==> config.mk <==
export PLATFORM = sky130hd
export DESIGN_NAME = bbx_exec
export DESIGN_NICKNAME = d
export VERILOG_FILES = /design/src/rtl/bbx_exec.v /design/src/rtl/bbx_rel_target.v /design/src/rtl/bbx_sub_alu.v
export VERILOG_INCLUDE_DIRS = /design/src /design/src/rtl
export SDC_FILE = /design/constraint.sdc
export NUM_CORES = 1
export LEC_CHECK = 0
export BUFFER_PORTS_ARGS = -buffer_cell sky130_fd_sc_hd__buf_2
export CORE_MARGIN = 2
export CORE_UTILIZATION = 58
export CTS_CLUSTER_SIZE = 12
export DETAILED_ROUTE_END_ITERATION = 16
export GPL_TIMING_DRIVEN = 0
export PLACE_DENSITY = 0.82
export SYNTH_ARGS = -nofsm -noshare
export SYNTH_HDL_FRONTEND = slang
export SYNTH_HIERARCHICAL = 1
export SYNTH_SLANG_ARGS = --single-unit
==> constraint.sdc <==
create_clock -name i_sys_clk -period 4.4 [get_ports i_sys_clk]
set_clock_uncertainty 0.1 [all_clocks]
set_input_delay 1.32 -clock i_sys_clk [delete_from_list [all_inputs] [get_ports i_sys_clk]]
set_output_delay 1.32 -clock i_sys_clk [all_outputs]
set_load 0.02 [all_outputs]
==> src/rtl/bbx_exec_regs.vh <==
`ifndef BBX_EXEC_REGS_VH
`define BBX_EXEC_REGS_VH

// ----------------------------------------------------------------------------
// opcodes of the single-form instructions
// ----------------------------------------------------------------------------
`define BBX_OP_SET_CARRY    8'hd3
`define BBX_OP_SET_BIT      8'hd2
`define BBX_OP_SHORT_JUMP   8'h80
`define BBX_OP_SWAP         8'hc4
`define BBX_OP_EXOR_DIR_A   8'h62
`define BBX_OP_EXOR_DIR_IMM 8'h63

// ----------------------------------------------------------------------------
// high nibbles of the operand-form groups
// ----------------------------------------------------------------------------
`define BBX_HI_SUB_BORROW  4'h9
`define BBX_HI_ACC_EXCH    4'hc
`define BBX_HI_NIB_EXCH    4'hd
`define BBX_HI_EXOR        4'h6

// ----------------------------------------------------------------------------
// low nibble operand forms
// ----------------------------------------------------------------------------
`define BBX_LO_DIRECT      4'h5
`define BBX_LO_IMMEDIATE   4'h4
`define BBX_LO_INDIRECT    3'b011
`define BBX_LO_REG_BIT     3

// ----------------------------------------------------------------------------
// timing and reset values
// ----------------------------------------------------------------------------
`define BBX_MC_CLKS        6
`define BBX_JUMP_ADVANCE   16'h0002
`define BBX_RST_BYTE       8'h00
`define BBX_RST_PC         16'h0000

`endif

==> src/rtl/bbx_exec.v <==
`include "bbx_exec_regs.vh"

// How it works
// - set-bit forces one, other flags untouched
// - carry form d3, bit-address form d2
// - short jump: signed displacement, -128..+127 reach
// - jump adds two then displacement, two cycles
// - subtract: acc minus source minus carry
// - carry set on borrow from bit seven
// - half-borrow set on borrow from bit three
// - overflow when borrows from six, seven differ
// - subtract forms: register, direct, indirect, immediate
// - nibble swap of accumulator, no flags changed
// - exchange loads acc, stores old acc
// - exchange forms: register, direct, indirect, one cycle
// - digit exchange swaps low nibbles via pointer
// - xor writes destination, flags untouched
// - xor to port reads output latch
// - xor forms, direct-immediate three bytes two cycles
module bbx_exec #(
  parameter MC_CLKS = `BBX_MC_CLKS
)
(
  // clock and reset
  input  wire        i_sys_clk,
  input  wire        i_rst_n,
  // instruction from the fetch unit
  input  wire        i_start,
  input  wire [7:0]  i_opcode,
  input  wire [7:0]  i_byte1,
  input  wire [7:0]  i_byte2,
  input  wire [15:0] i_pc,
  input  wire [1:0]  i_bank_sel,
  // core state loads while idle
  input  wire        i_acc_load,
  input  wire [7:0]  i_acc_in,
  input  wire        i_flag_load,
  input  wire        i_carry_in,
  input  wire        i_half_borrow_in,
  input  wire        i_overflow_in,
  // data memory and special register bus
  output wire        o_mem_rd,
  output wire        o_mem_latch,
  output reg  [7:0]  o_mem_addr,
  output reg         o_mem_ind,
  input  wire [7:0]  i_mem_rdata,
  output reg         o_mem_wr,
  output reg  [7:0]  o_mem_wdata,
  // bit space
  output reg         o_bit_set,
  output reg  [7:0]  o_bit_addr,
  // core state
  output reg  [7:0]  o_acc,
  output reg         o_carry_flag,
  output reg         o_half_borrow_flag,
  output reg         o_signed_overflow_flag,
  // sequencing
  output reg  [15:0] o_pc_next,
  output wire        o_busy,
  output wire        o_done
);

  // --------------------------------------------------------------------------
  // states
  // --------------------------------------------------------------------------
  localparam [6:0] S_IDLE = 7'h01;
  localparam [6:0] S_PTR  = 7'h02;
  localparam [6:0] S_PTW  = 7'h04;
  localparam [6:0] S_RD   = 7'h08;
  localparam [6:0] S_RDW  = 7'h10;
  localparam [6:0] S_IMM  = 7'h20;
  localparam [6:0] S_HOLD = 7'h40;
  // clocks per machine cycle, cut to the counter width on purpose
  localparam [7:0] ONE_MC = MC_CLKS[7:0];

  reg  [6:0]  state_q;
  reg  [7:0]  op_q;
  reg  [7:0]  b1_q;
  reg  [7:0]  b2_q;
  reg  [7:0]  cnt_q;
  reg  [7:0]  need_q;
  reg         latch_q;

  // --------------------------------------------------------------------------
  // decode, from the incoming opcode while idle, else from the held one
  // --------------------------------------------------------------------------
  wire        idle_w = state_q[0];
  wire [7:0]  dec_w  = idle_w ? i_opcode : op_q;
  wire [3:0]  hi_w   = dec_w[7:4];
  wire [3:0]  lo_w   = dec_w[3:0];
  wire        lo_reg_w = lo_w[`BBX_LO_REG_BIT];
  wire        lo_dir_w = (lo_w == `BBX_LO_DIRECT);
  wire        lo_ind_w = (lo_w[3:1] == `BBX_LO_INDIRECT);
  wire        lo_imm_w = (lo_w == `BBX_LO_IMMEDIATE);
  wire        src_any_w = lo_reg_w | lo_dir_w | lo_ind_w | lo_imm_w;

  // one flag per instruction group; no two groups share an opcode
  wire f_sub_w     = (hi_w == `BBX_HI_SUB_BORROW) & src_any_w;
  wire f_exch_w    = (hi_w == `BBX_HI_ACC_EXCH) & (lo_reg_w | lo_dir_w | lo_ind_w);
  wire f_nib_w     = (hi_w == `BBX_HI_NIB_EXCH) & lo_ind_w;
  wire f_xor_acc_w = (hi_w == `BBX_HI_EXOR) & src_any_w;
  wire f_xor_da_w  = (dec_w == `BBX_OP_EXOR_DIR_A);
  wire f_xor_di_w  = (dec_w == `BBX_OP_EXOR_DIR_IMM);
  wire f_set_c_w   = (dec_w == `BBX_OP_SET_CARRY);
  wire f_set_bit_w = (dec_w == `BBX_OP_SET_BIT);
  wire f_jump_w    = (dec_w == `BBX_OP_SHORT_JUMP);
  wire f_swap_w    = (dec_w == `BBX_OP_SWAP);

  // operand routing for the multi-form groups
  wire grp_w     = f_sub_w | f_exch_w | f_nib_w | f_xor_acc_w;
  wire use_dir_w = (grp_w & lo_dir_w) | f_xor_da_w | f_xor_di_w;
  wire use_imm_w = (f_sub_w | f_xor_acc_w) & lo_imm_w;
  wire use_reg_w = grp_w & lo_reg_w;
  wire use_ind_w = grp_w & lo_ind_w;

  // bytes and machine cycles of the instruction
  // unknown opcodes fall through as one-byte, one-cycle no-ops
  wire [15:0] len_w = f_xor_di_w ? 16'h0003 :
                      (use_dir_w | use_imm_w | f_set_bit_w | f_jump_w) ? 16'h0002 :
                      16'h0001;
  wire        two_mc_w = f_jump_w | f_xor_di_w;

  // register bank addresses formed from the bank select
  wire [7:0] bank_register_selected_addr    = {3'b000, i_bank_sel, lo_w[2:0]};
  wire [7:0] pointer_register_selected_addr = {3'b000, i_bank_sel, 2'b00, lo_w[0]};

  // --------------------------------------------------------------------------
  // datapath helpers
  // --------------------------------------------------------------------------
  wire [15:0] jump_target_w;
  wire [7:0]  src_w = state_q[5] ? b1_q : i_mem_rdata;
  wire [7:0]  diff_w;
  wire        sub_carry_w;
  wire        sub_half_w;
  wire        sub_ovf_w;

  bbx_rel_target u_rel
  (
    .i_pc     (i_pc),
    .i_rel    (i_byte1),
    .o_target (jump_target_w)
  );

  bbx_sub_alu u_sub
  (
    .i_minuend     (o_acc),
    .i_subtrahend  (src_w),
    .i_borrow_in   (o_carry_flag),
    .o_diff        (diff_w),
    .o_carry       (sub_carry_w),
    .o_half_borrow (sub_half_w),
    .o_overflow    (sub_ovf_w)
  );

  // --------------------------------------------------------------------------
  // bus strobes and completion
  // --------------------------------------------------------------------------
  // reads are issued in the two issue states; data returns one clock later
  assign o_mem_rd    = state_q[1] | state_q[3];
  assign o_mem_latch = state_q[3] & latch_q;
  assign o_busy      = ~idle_w;
  assign o_done      = state_q[6] & (cnt_q >= need_q);

  // --------------------------------------------------------------------------
  // sequencer
  // --------------------------------------------------------------------------
  // the cycle count runs from the accepting edge, so the longest (indirect) path
  // must fit in one machine cycle: MC_CLKS of at least 5
  always @(posedge i_sys_clk or negedge i_rst_n)
  begin
    if (!i_rst_n)
    begin
      state_q <= S_IDLE;
      op_q    <= `BBX_RST_BYTE;
      b1_q    <= `BBX_RST_BYTE;
      b2_q    <= `BBX_RST_BYTE;
      cnt_q   <= 8'h00;
      need_q  <= 8'h00;
      latch_q <= 1'b0;
    end
    else
    begin
      cnt_q <= idle_w ? 8'h00 : cnt_q + 8'h01;
      case (state_q)
        S_IDLE:
        begin
          if (i_start)
          begin
            op_q    <= i_opcode;
            b1_q    <= i_byte1;
            b2_q    <= i_byte2;
            need_q  <= two_mc_w ? (ONE_MC + ONE_MC - 8'h01) : (ONE_MC - 8'h01);
            // a port as xor destination must read its latch, not its pins
            latch_q <= f_xor_da_w | f_xor_di_w;
            if (use_ind_w)
              state_q <= S_PTR;
            else if (use_reg_w | use_dir_w)
              state_q <= S_RD;
            else if (use_imm_w)
              state_q <= S_IMM;
            else
              state_q <= S_HOLD;
          end
        end
        S_PTR:   state_q <= S_PTW;
        S_PTW:   state_q <= S_RD;
        S_RD:    state_q <= S_RDW;
        S_RDW:   state_q <= S_HOLD;
        S_IMM:   state_q <= S_HOLD;
        S_HOLD:
        begin
          if (cnt_q >= need_q)
            state_q <= S_IDLE;
        end
        default: state_q <= S_IDLE;
      endcase
    end
  end

  // --------------------------------------------------------------------------
  // bus address, write strobe and bit strobe
  // --------------------------------------------------------------------------
  always @(posedge i_sys_clk or negedge i_rst_n)
  begin
    if (!i_rst_n)
    begin
      o_mem_addr  <= `BBX_RST_BYTE;
      o_mem_ind   <= 1'b0;
      o_mem_wr    <= 1'b0;
      o_mem_wdata <= `BBX_RST_BYTE;
      o_bit_set   <= 1'b0;
      o_bit_addr  <= `BBX_RST_BYTE;
    end
    else
    begin
      o_mem_wr  <= 1'b0;
      o_bit_set <= 1'b0;
      if (idle_w & i_start)
      begin
        o_mem_ind <= 1'b0;
        if (use_ind_w)
          o_mem_addr <= pointer_register_selected_addr;
        else if (use_reg_w)
          o_mem_addr <= bank_register_selected_addr;
        else if (use_dir_w)
          o_mem_addr <= i_byte1;
        if (f_set_bit_w)
        begin
          o_bit_addr <= i_byte1;
          o_bit_set  <= 1'b1;
        end
      end
      // pointer value becomes the indirect address
      if (state_q[2])
      begin
        o_mem_addr <= i_mem_rdata;
        o_mem_ind  <= 1'b1;
      end
      // write-back of the operand location, same address as the read
      if (state_q[4])
      begin
        // exchange stores the accumulator held before this edge
        if (f_exch_w)
        begin
          o_mem_wr    <= 1'b1;
          o_mem_wdata <= o_acc;
        end
        else if (f_nib_w)
        begin
          o_mem_wr    <= 1'b1;
          o_mem_wdata <= {i_mem_rdata[7:4], o_acc[3:0]};
        end
        else if (f_xor_da_w)
        begin
          o_mem_wr    <= 1'b1;
          o_mem_wdata <= i_mem_rdata ^ o_acc;
        end
        else if (f_xor_di_w)
        begin
          o_mem_wr    <= 1'b1;
          o_mem_wdata <= i_mem_rdata ^ b2_q;
        end
      end
    end
  end

  // --------------------------------------------------------------------------
  // accumulator and flags
  // --------------------------------------------------------------------------
  // only subtract and set-carry touch the flags; everything else leaves them alone
  always @(posedge i_sys_clk or negedge i_rst_n)
  begin
    if (!i_rst_n)
    begin
      o_acc                  <= `BBX_RST_BYTE;
      o_carry_flag           <= 1'b0;
      o_half_borrow_flag     <= 1'b0;
      o_signed_overflow_flag <= 1'b0;
    end
    else if (idle_w)
    begin
      // set-carry wins over a flag load in the same cycle
      if (i_start & f_set_c_w)
        o_carry_flag <= 1'b1;
      else if (i_flag_load)
        o_carry_flag <= i_carry_in;
      if (i_flag_load)
      begin
        o_half_borrow_flag     <= i_half_borrow_in;
        o_signed_overflow_flag <= i_overflow_in;
      end
      if (i_start & f_swap_w)
        o_acc <= {o_acc[3:0], o_acc[7:4]};
      else if (i_acc_load)
        o_acc <= i_acc_in;
    end
    else if (state_q[4] | state_q[5])
    begin
      if (f_sub_w)
      begin
        o_acc                  <= diff_w;
        o_carry_flag           <= sub_carry_w;
        o_half_borrow_flag     <= sub_half_w;
        o_signed_overflow_flag <= sub_ovf_w;
      end
      else if (f_exch_w)
        o_acc <= src_w;
      else if (f_nib_w)
        o_acc <= {o_acc[7:4], src_w[3:0]};
      else if (f_xor_acc_w)
        o_acc <= o_acc ^ src_w;
    end
  end

  // --------------------------------------------------------------------------
  // next program counter, latched at acceptance
  // --------------------------------------------------------------------------
  always @(posedge i_sys_clk or negedge i_rst_n)
  begin
    if (!i_rst_n)
      o_pc_next <= `BBX_RST_PC;
    else if (idle_w & i_start)
      o_pc_next <= f_jump_w ? jump_target_w : (i_pc + len_w);
  end

endmodule

==> src/rtl/bbx_rel_target.v <==
`include "bbx_exec_regs.vh"

// ----------------------------------------------------------------------------
// short jump destination
// ----------------------------------------------------------------------------
module bbx_rel_target
(
  // instruction address and displacement byte
  input  wire [15:0] i_pc,
  input  wire [7:0]  i_rel,
  // destination
  output wire [15:0] o_target
);

  wire [15:0] advanced_w;

  // step past both bytes first, then add the sign-extended offset
  assign advanced_w = i_pc + `BBX_JUMP_ADVANCE;
  assign o_target   = advanced_w + {{8{i_rel[7]}}, i_rel};

endmodule

==> src/rtl/bbx_sub_alu.v <==
`include "bbx_exec_regs.vh"

// ----------------------------------------------------------------------------
// subtract with borrow and its three flags
// ----------------------------------------------------------------------------
module bbx_sub_alu
(
  // operands
  input  wire [7:0] i_minuend,
  input  wire [7:0] i_subtrahend,
  input  wire       i_borrow_in,
  // result
  output wire [7:0] o_diff,
  output wire       o_carry,
  output wire       o_half_borrow,
  output wire       o_overflow
);

  wire [8:0] full_w;
  wire [7:0] low7_w;
  wire [4:0] low4_w;

  // three widths of the same difference expose each borrow
  assign full_w = {1'b0, i_minuend} - {1'b0, i_subtrahend} - {8'h00, i_borrow_in};
  assign low7_w = {1'b0, i_minuend[6:0]} - {1'b0, i_subtrahend[6:0]} - {7'h00, i_borrow_in};
  assign low4_w = {1'b0, i_minuend[3:0]} - {1'b0, i_subtrahend[3:0]} - {4'h0, i_borrow_in};

  assign o_diff        = full_w[7:0];
  assign o_carry       = full_w[8];
  assign o_half_borrow = low4_w[4];
  assign o_overflow    = low7_w[7] ^ full_w[8];

endmodule

== Word-level counts from Yosys, hierarchy flattened ==
Cells that the tools add are included.
Storage, ports and cells
  bits in registers: 102
Operators by class
  add/sub/neg operators: 10
  $lt $le $gt $ge: 1
  equality and inequality tests: 26
  mux-type cells: 52
  bitwise logic cells: 35
  reductions and logical operators: 17
Operators by type and width (number)
  $mux 8: 20
  $pmux 7 s6: 1
  $mux 7: 5
  $eq 8x8->1 const B: 4
  $xor 8x8->8: 3
  $mux 1: 22
  $or 1x1->1: 17
  $add 16x16->16: 1
  $add 16x2->16: 1
  $add 16x2->16 const B: 1
  $eq 8x7->1 const B: 2
  $mux 16: 1
  $and 1x1->1: 13
  $eq 4x3->1 const B: 3
  $eq 4x4->1 const B: 3
  $reduce_bool 4->1: 3
  $reduce_and 2->1: 5
  $reduce_and 3->1: 3
  $sub 8x8->9: 1
  $sub 9x1->9: 1
  $add 8x1->8 const B: 1
  $ge 8x8->1: 1
  $sub 7x7->8: 1
  $sub 8x1->8: 1
  other kinds (21): 27

== Depth between registers and ports, before layout ==
  depth after elaboration: 19
  depth in mapped cells: 18
  depth with buffers taken out: 15

== Cells and area by module ==
The synthesis kept the hierarchy.
By module, submodules not included
  bbx_exec: instances 1, cells each 667, area each 5790.6 µm², sequential area each 2428.6 µm²
  bbx_rel_target: instances 1, cells each 111, area each 904.6 µm², sequential area each 0.0 µm²
  bbx_sub_alu: instances 1, cells each 72, area each 566.8 µm², sequential area each 0.0 µm²

== Least setup slack after synthesis ==
No wires, ideal clock.
  kind: in2reg
  from: input port i_opcode[3]
  to: register o_pc_next[14]
  library setup time: 133 ps
  arrival time: 3955 ps
  required time: 4167 ps
  setup slack: 212 ps
  stages: 16
  buffers on the path: 1
  cell sequence: nor3b_1 nor2_1 and4_1 clkbuf_1 o32ai_1 o31a_1 nand3_1 nand2_1 ha_1 fa_1 nand3_1 nor3b_1 xnor2_1 nand2_1 o21ai_0 o21ai_0
On the way
  cells in the longest elaborated chain, start to end: 19
  elaborated cells between the ends (all ways): 30
RTL lines
  start: declaration: RTL line bbx_exec.v:29  | input wire [7:0] i_opcode,
  $mux 8 (*): RTL line bbx_exec.v:88  | wire [7:0] dec_w = idle_w ? i_opcode : op_q;
  $eq 4x3->1 (no line)
  $or 1x1->1 (2 in series): RTL line bbx_exec.v:95, bbx_exec.v:99
  $or 1x1->1: RTL line bbx_exec.v:95  | wire src_any_w = lo_reg_w | lo_dir_w | lo_ind_w | lo_imm_w;
  $and 1x1->1: RTL line bbx_exec.v:98  | wire f_sub_w = (hi_w == `BBX_HI_SUB_BORROW) & src_any_w;
  $or 1x1->1 (3 in series): RTL line bbx_exec.v:110  | wire grp_w = f_sub_w | f_exch_w | f_nib_w | f_xor_acc_w;
  $and 1x1->1: RTL line bbx_exec.v:111  | wire use_dir_w = (grp_w & lo_dir_w) | f_xor_da_w | f_xor_di_w;
  $or 1x1->1 (2 in series): RTL line bbx_exec.v:111
  $or 1x1->1 (3 in series): RTL line bbx_exec.v:119  | (use_dir_w | use_imm_w | f_set_bit_w | f_jump_w) ? 16'h0002 :
  $mux 2: RTL line bbx_exec.v:119
  $mux 2: RTL line bbx_exec.v:118  | wire [15:0] len_w = f_xor_di_w ? 16'h0003 :
  $add 16x2->16: RTL line bbx_exec.v:343  | o_pc_next <= f_jump_w ? jump_target_w : (i_pc + len_w);
  $mux 16 (*): RTL line bbx_exec.v:343
  end signal: assignment: RTL line bbx_exec.v:341  | o_pc_next <= `BBX_RST_PC;
  end signal: assignment: RTL line bbx_exec.v:343
  end: declaration: RTL line bbx_exec.v:58  | output reg [15:0] o_pc_next,
Every way passes the cells marked *; elsewhere a longest branch is shown, timed or not.
A chain may end at the register's enable or synchronous reset.

== Worst setup path after layout ==
  from: input port i_opcode[4]
  to: register o_pc_next[13]
On the way
  cells in the longest elaborated chain, start to end: 16
  elaborated cells between the ends (all ways): 28
RTL lines (RTL line)
  $mux 8 (*): bbx_exec.v:88
  $eq 4x4->1 (no line)
  $and 1x1->1, on equally long branches: bbx_exec.v:98, bbx_exec.v:99
  $or 1x1->1 (3 in series): bbx_exec.v:110
  $and 1x1->1: bbx_exec.v:111
  $or 1x1->1 (2 in series): bbx_exec.v:111
  $or 1x1->1 (3 in series): bbx_exec.v:119
  $mux 2: bbx_exec.v:119
  $mux 2: bbx_exec.v:118
  $add 16x2->16: bbx_exec.v:343
  $mux 16 (*): bbx_exec.v:343
Marks and branches as above.

==> flow_summary.json <==
{
  "clock_sinks": 97,
  "cap_violations": 0,
  "drc": 0,
  "setup_viol": 0,
  "area_growth_pct": 16.9,
  "row_count": 40,
  "worstSetupPathType": "input pin to flop",
  "end_kind": "flop",
  "crit_required_ns": 4.52,
  "dieArea_um2": 13400,
  "yosysSeqAreaShare": 0.334,
  "antenna_found_initial": 0,
  "grt_pass1_vias": 6335,
  "grt_pass1_wl_mm": 31.9,
  "die_w_um": 116,
  "cts-htree-levels": 3,
  "avgSynthCellArea_um2": 8.54,
  "crit_path_start_kind": "input pin",
  "slowest_stage": "o32ai_4",
  "critPathMaxStageDelay_ns": 0.28,
  "wl_per_cell_um": 17.6,
  "drive_gt1_frac": 0.206,
  "p_leak_uw": 0.00428,
  "crit_arrival_ns": 4.30,
  "ff2ff_setup_slack_ns": 0.37,
  "netlist.area_leader.share": 0.331,
  "numCtsBuffers": 9,
  "grt_start_max_net_pins": 70,
  "first_pass_iters": 5,
  "whs_ns": 0.381,
  "syn-cell-area_um2": 7260,
  "gp_congestion": 0.936,
  "status": "completed",
  "grtUsageMet2": 0.498,
  "maxSlewViolCount": 0,
  "tightest_slew_ns": 0.687,
  "antenna_cells": 0,
  "cts_tree": "done",
  "hold_class": "flop to flop",
  "path_max_fanout": 10,
  "cts_hold_buf": 0,
  "worst_skew_pair.late_latency_ns": 0.36,
  "nFillCells": 1005,
  "async_flop_share": 1.00,
  "synthDistinctLibCells": 76,
  "syn_nets": 970,
  "clk_pin_slew_worst_paths_ns": 0.07,
  "yosys_register_bits": 97,
  "synth_top_family_by_area": "simple AND/OR/NAND/NOR gates",
  "grt_usage": 0.307,
  "peakVddDrop_v": 0.000294,
  "cts-root-buf": "clkbuf_16",
  "power.density_nw_per_um2": 559,
  "fin_nets": 1106,
  "yosysWarnings": 6,
  "synth.area.top_cells": "dfrtp_1 33%, nand2_1 8.8%, ha_1 8.6%",
  "synth-adder-area-share": 0.0972,
  "synth_edf_count": 0,
  "io_pins": 124,
  "io_buffer_count": 123,
  "routed_wl_mm": 20.4,
  "synth-main-ff-cell": "dfrtp_1",
  "grt_overflow": 0,
  "finalCritPeriodShare": 0.951,
  "core_um2": 12100,
  "muxShareOfSynthArea": 0.0849,
  "rsz0062_at_grt": "false",
  "hpwl_mm": 15.3,
  "num_vias": 6925,
  "synth-simple-area-share": 0.213,
  "fin_util": 0.701,
  "hold_viol": 0,
  "multiInputGateArea_um2": 4580,
  "finalNonFillerCells": 1159,
  "avgViaCountPerCell": 5.97,
  "clk_path_buf_depth": 2,
  "netlist_instances": 850,
  "detail-route-antenna-nets": 0,
  "dieHeight_um": 116,
  "path_buf_inv": 2,
  "synth_top_cell_by_area": "dfrtp_1",
  "grt_util_met3": 0.0685,
  "synth_xor_xnor_area_share": 0.0525,
  "path_delay_family": "simple AND/OR/NAND/NOR gates",
  "use_met1": 0.415,
  "synth_compound_area_frac": 0.175,
  "slew_headroom": 0.542,
  "max_clock_freq_mhz": 239,
  "dp_cells": 1142,
  "power_uw": 4750,
  "register_area_um2": 2430,
  "initial_core_util": 0.600,
  "grt-busiest-layer": "met2",
  "min_period_ns": 4.19,
  "path_cells": "buf_2 -> mux2i_4 -> nor2_1 -> and3_1 -> buf_2 -> o32ai_4 -> o31a_1 -> nand3_2 -> nand2_1 -> ha_1 -> a21o_1 -> nand3_1 -> nor2_1 -> nand3_1 -> xnor2_1 -> mux2i_1 -> o21ai_0",
  "first_iter_violations": 775
}
[stage by stage]
stage,setup TNS (ns),worst slack [ns],cell area (um^2)
4_1_cts,0,0.00101,8470
3_3_place_gp,-5.13,-0.635,8090
3_5_place_dp,-5.81,-0.683,8120
5_1_grt,0,0.0378,8490
6_report,0,0.214,8490
2_1_floorplan,0,0.212,7260
[metal layers]
metal  share of wire  up-vias  wire [um]
met5               0        -          0
met4           0.024        0        495
met3           0.079       40       1610
met2            0.46      323       9390
met1            0.44     3295       8880
li1                -     3267          -
[sequential cells by signal (all words and copies together) (netlist names)]
signal                  flops
o_bit_set                   1
o_carry_flag                1
latch_q                     1
o_mem_ind                   1
o_pc_next                  16
b1_q                        8
o_bit_addr                  8
state_q                     7
o_mem_addr                  8
cnt_q                       8
o_mem_wr                    1
o_acc                       8
b2_q                        8
need_q                      3
op_q                        8
o_mem_wdata                 8
o_half_borrow_flag          1
o_signed_overflow_flag      1
[worst register-to-register path, cell delays in order, from the launching register on]
cell	delay, ns
dfstp_2	0.53
buf_6	0.12
buf_4	0.18
mux2i_4	0.32
nor2_1	0.12
and3_1	0.20
buf_2	0.20
o32ai_4	0.28
o31a_1	0.24
nand3_2	0.14
nand2_1	0.12
ha_1	0.19
a21o_1	0.18
nand3_1	0.13
nor2_1	0.26
nand3_1	0.13
xnor2_1	0.14
mux2i_1	0.20
o21ai_0	0.10
[Yosys cell counts, types with 16 or more instances]
| master | number |
|---|---|
| nand3_1 | 27 |
| nor3_1 | 16 |
| xnor2_1 | 20 |
| dfrtp_1 | 96 |
| nand2_1 | 171 |
| nor2_1 | 48 |
| clkbuf_1 | 21 |
| inv_1 | 48 |
| ha_1 | 50 |
| xor2_1 | 21 |
| a21oi_1 | 27 |
| o21ai_0 | 63 |
| mux2_2 | 19 |
| mux2i_1 | 38 |
[cells by family (layout without fill, tap and decap cells)]
family | Yosys count | after routing
compound gates | 189 | 189
xor+xnor | 42 | 42
fa+ha+maj | 54 | 54
buf+inv | 79 | 220
flops | 97 | 97
mux | 58 | 58
simple gates | 331 | 331
[power by group]
part           internal, uW  switching, uW  leakage, uW
logic                   977           1470      0.00289
clock network           436            361     0.000151
registers              1190            317      0.00124
total                  2610           2140      0.00428
[path summary, 6_finish.rpt]
path	endpoint	cells past startpoint	start
min reg2reg	o_mem_wdata[2]	2	o_mem_wdata[2]
max	o_pc_next[13]	17	i_opcode[4]
max in group asynchronous	state_q[0]	2	i_rst_n
min in group asynchronous	o_pc_next[7]	1	i_rst_n
min	o_mem_wdata[2]	2	o_mem_wdata[2]
max reg2reg	o_pc_next[13]	18	state_q[0]
[layout by cell type, fill, tap and decap left out, types with 5 or more instances in the layout]
master       n
o22a_1       8
clkbuf_16    9
o22ai_1      7
mux2i_1     38
o21ai_1      6
a221oi_1     5
nand4_1      6
nor2b_1      8
nor3_1      15
clkbuf_1    19
nand2_1    171
inv_1       48
nand3_1     25
a21oi_1     27
buf_2      126
mux2_2      19
dfrtp_1     96
a211oi_1     8
xnor2_1     20
o31a_1       5
xor2_1      21
and3_1       9
nor2_1      48
a21o_1       8
ha_1        50
o21ai_0     63
[area by class of cell]
class	instances	area share
Sequential cell	97	0.286
Tap cell	168	0.0248
Clock inverter	4	0.00398
Inverter	48	0.0212
Buffer	30	0.0153
Multi-Input combinational cell	674	0.540
Clock buffer	12	0.0314
Timing Repair Buffer	126	0.0778
[timing repair]
action	CTS	global route
gates resized for setup	7	5
pin swaps	0	1
setup endpoints to repair	8	12
setup buffers	0	2
Power figures use the tool's default switching activity.
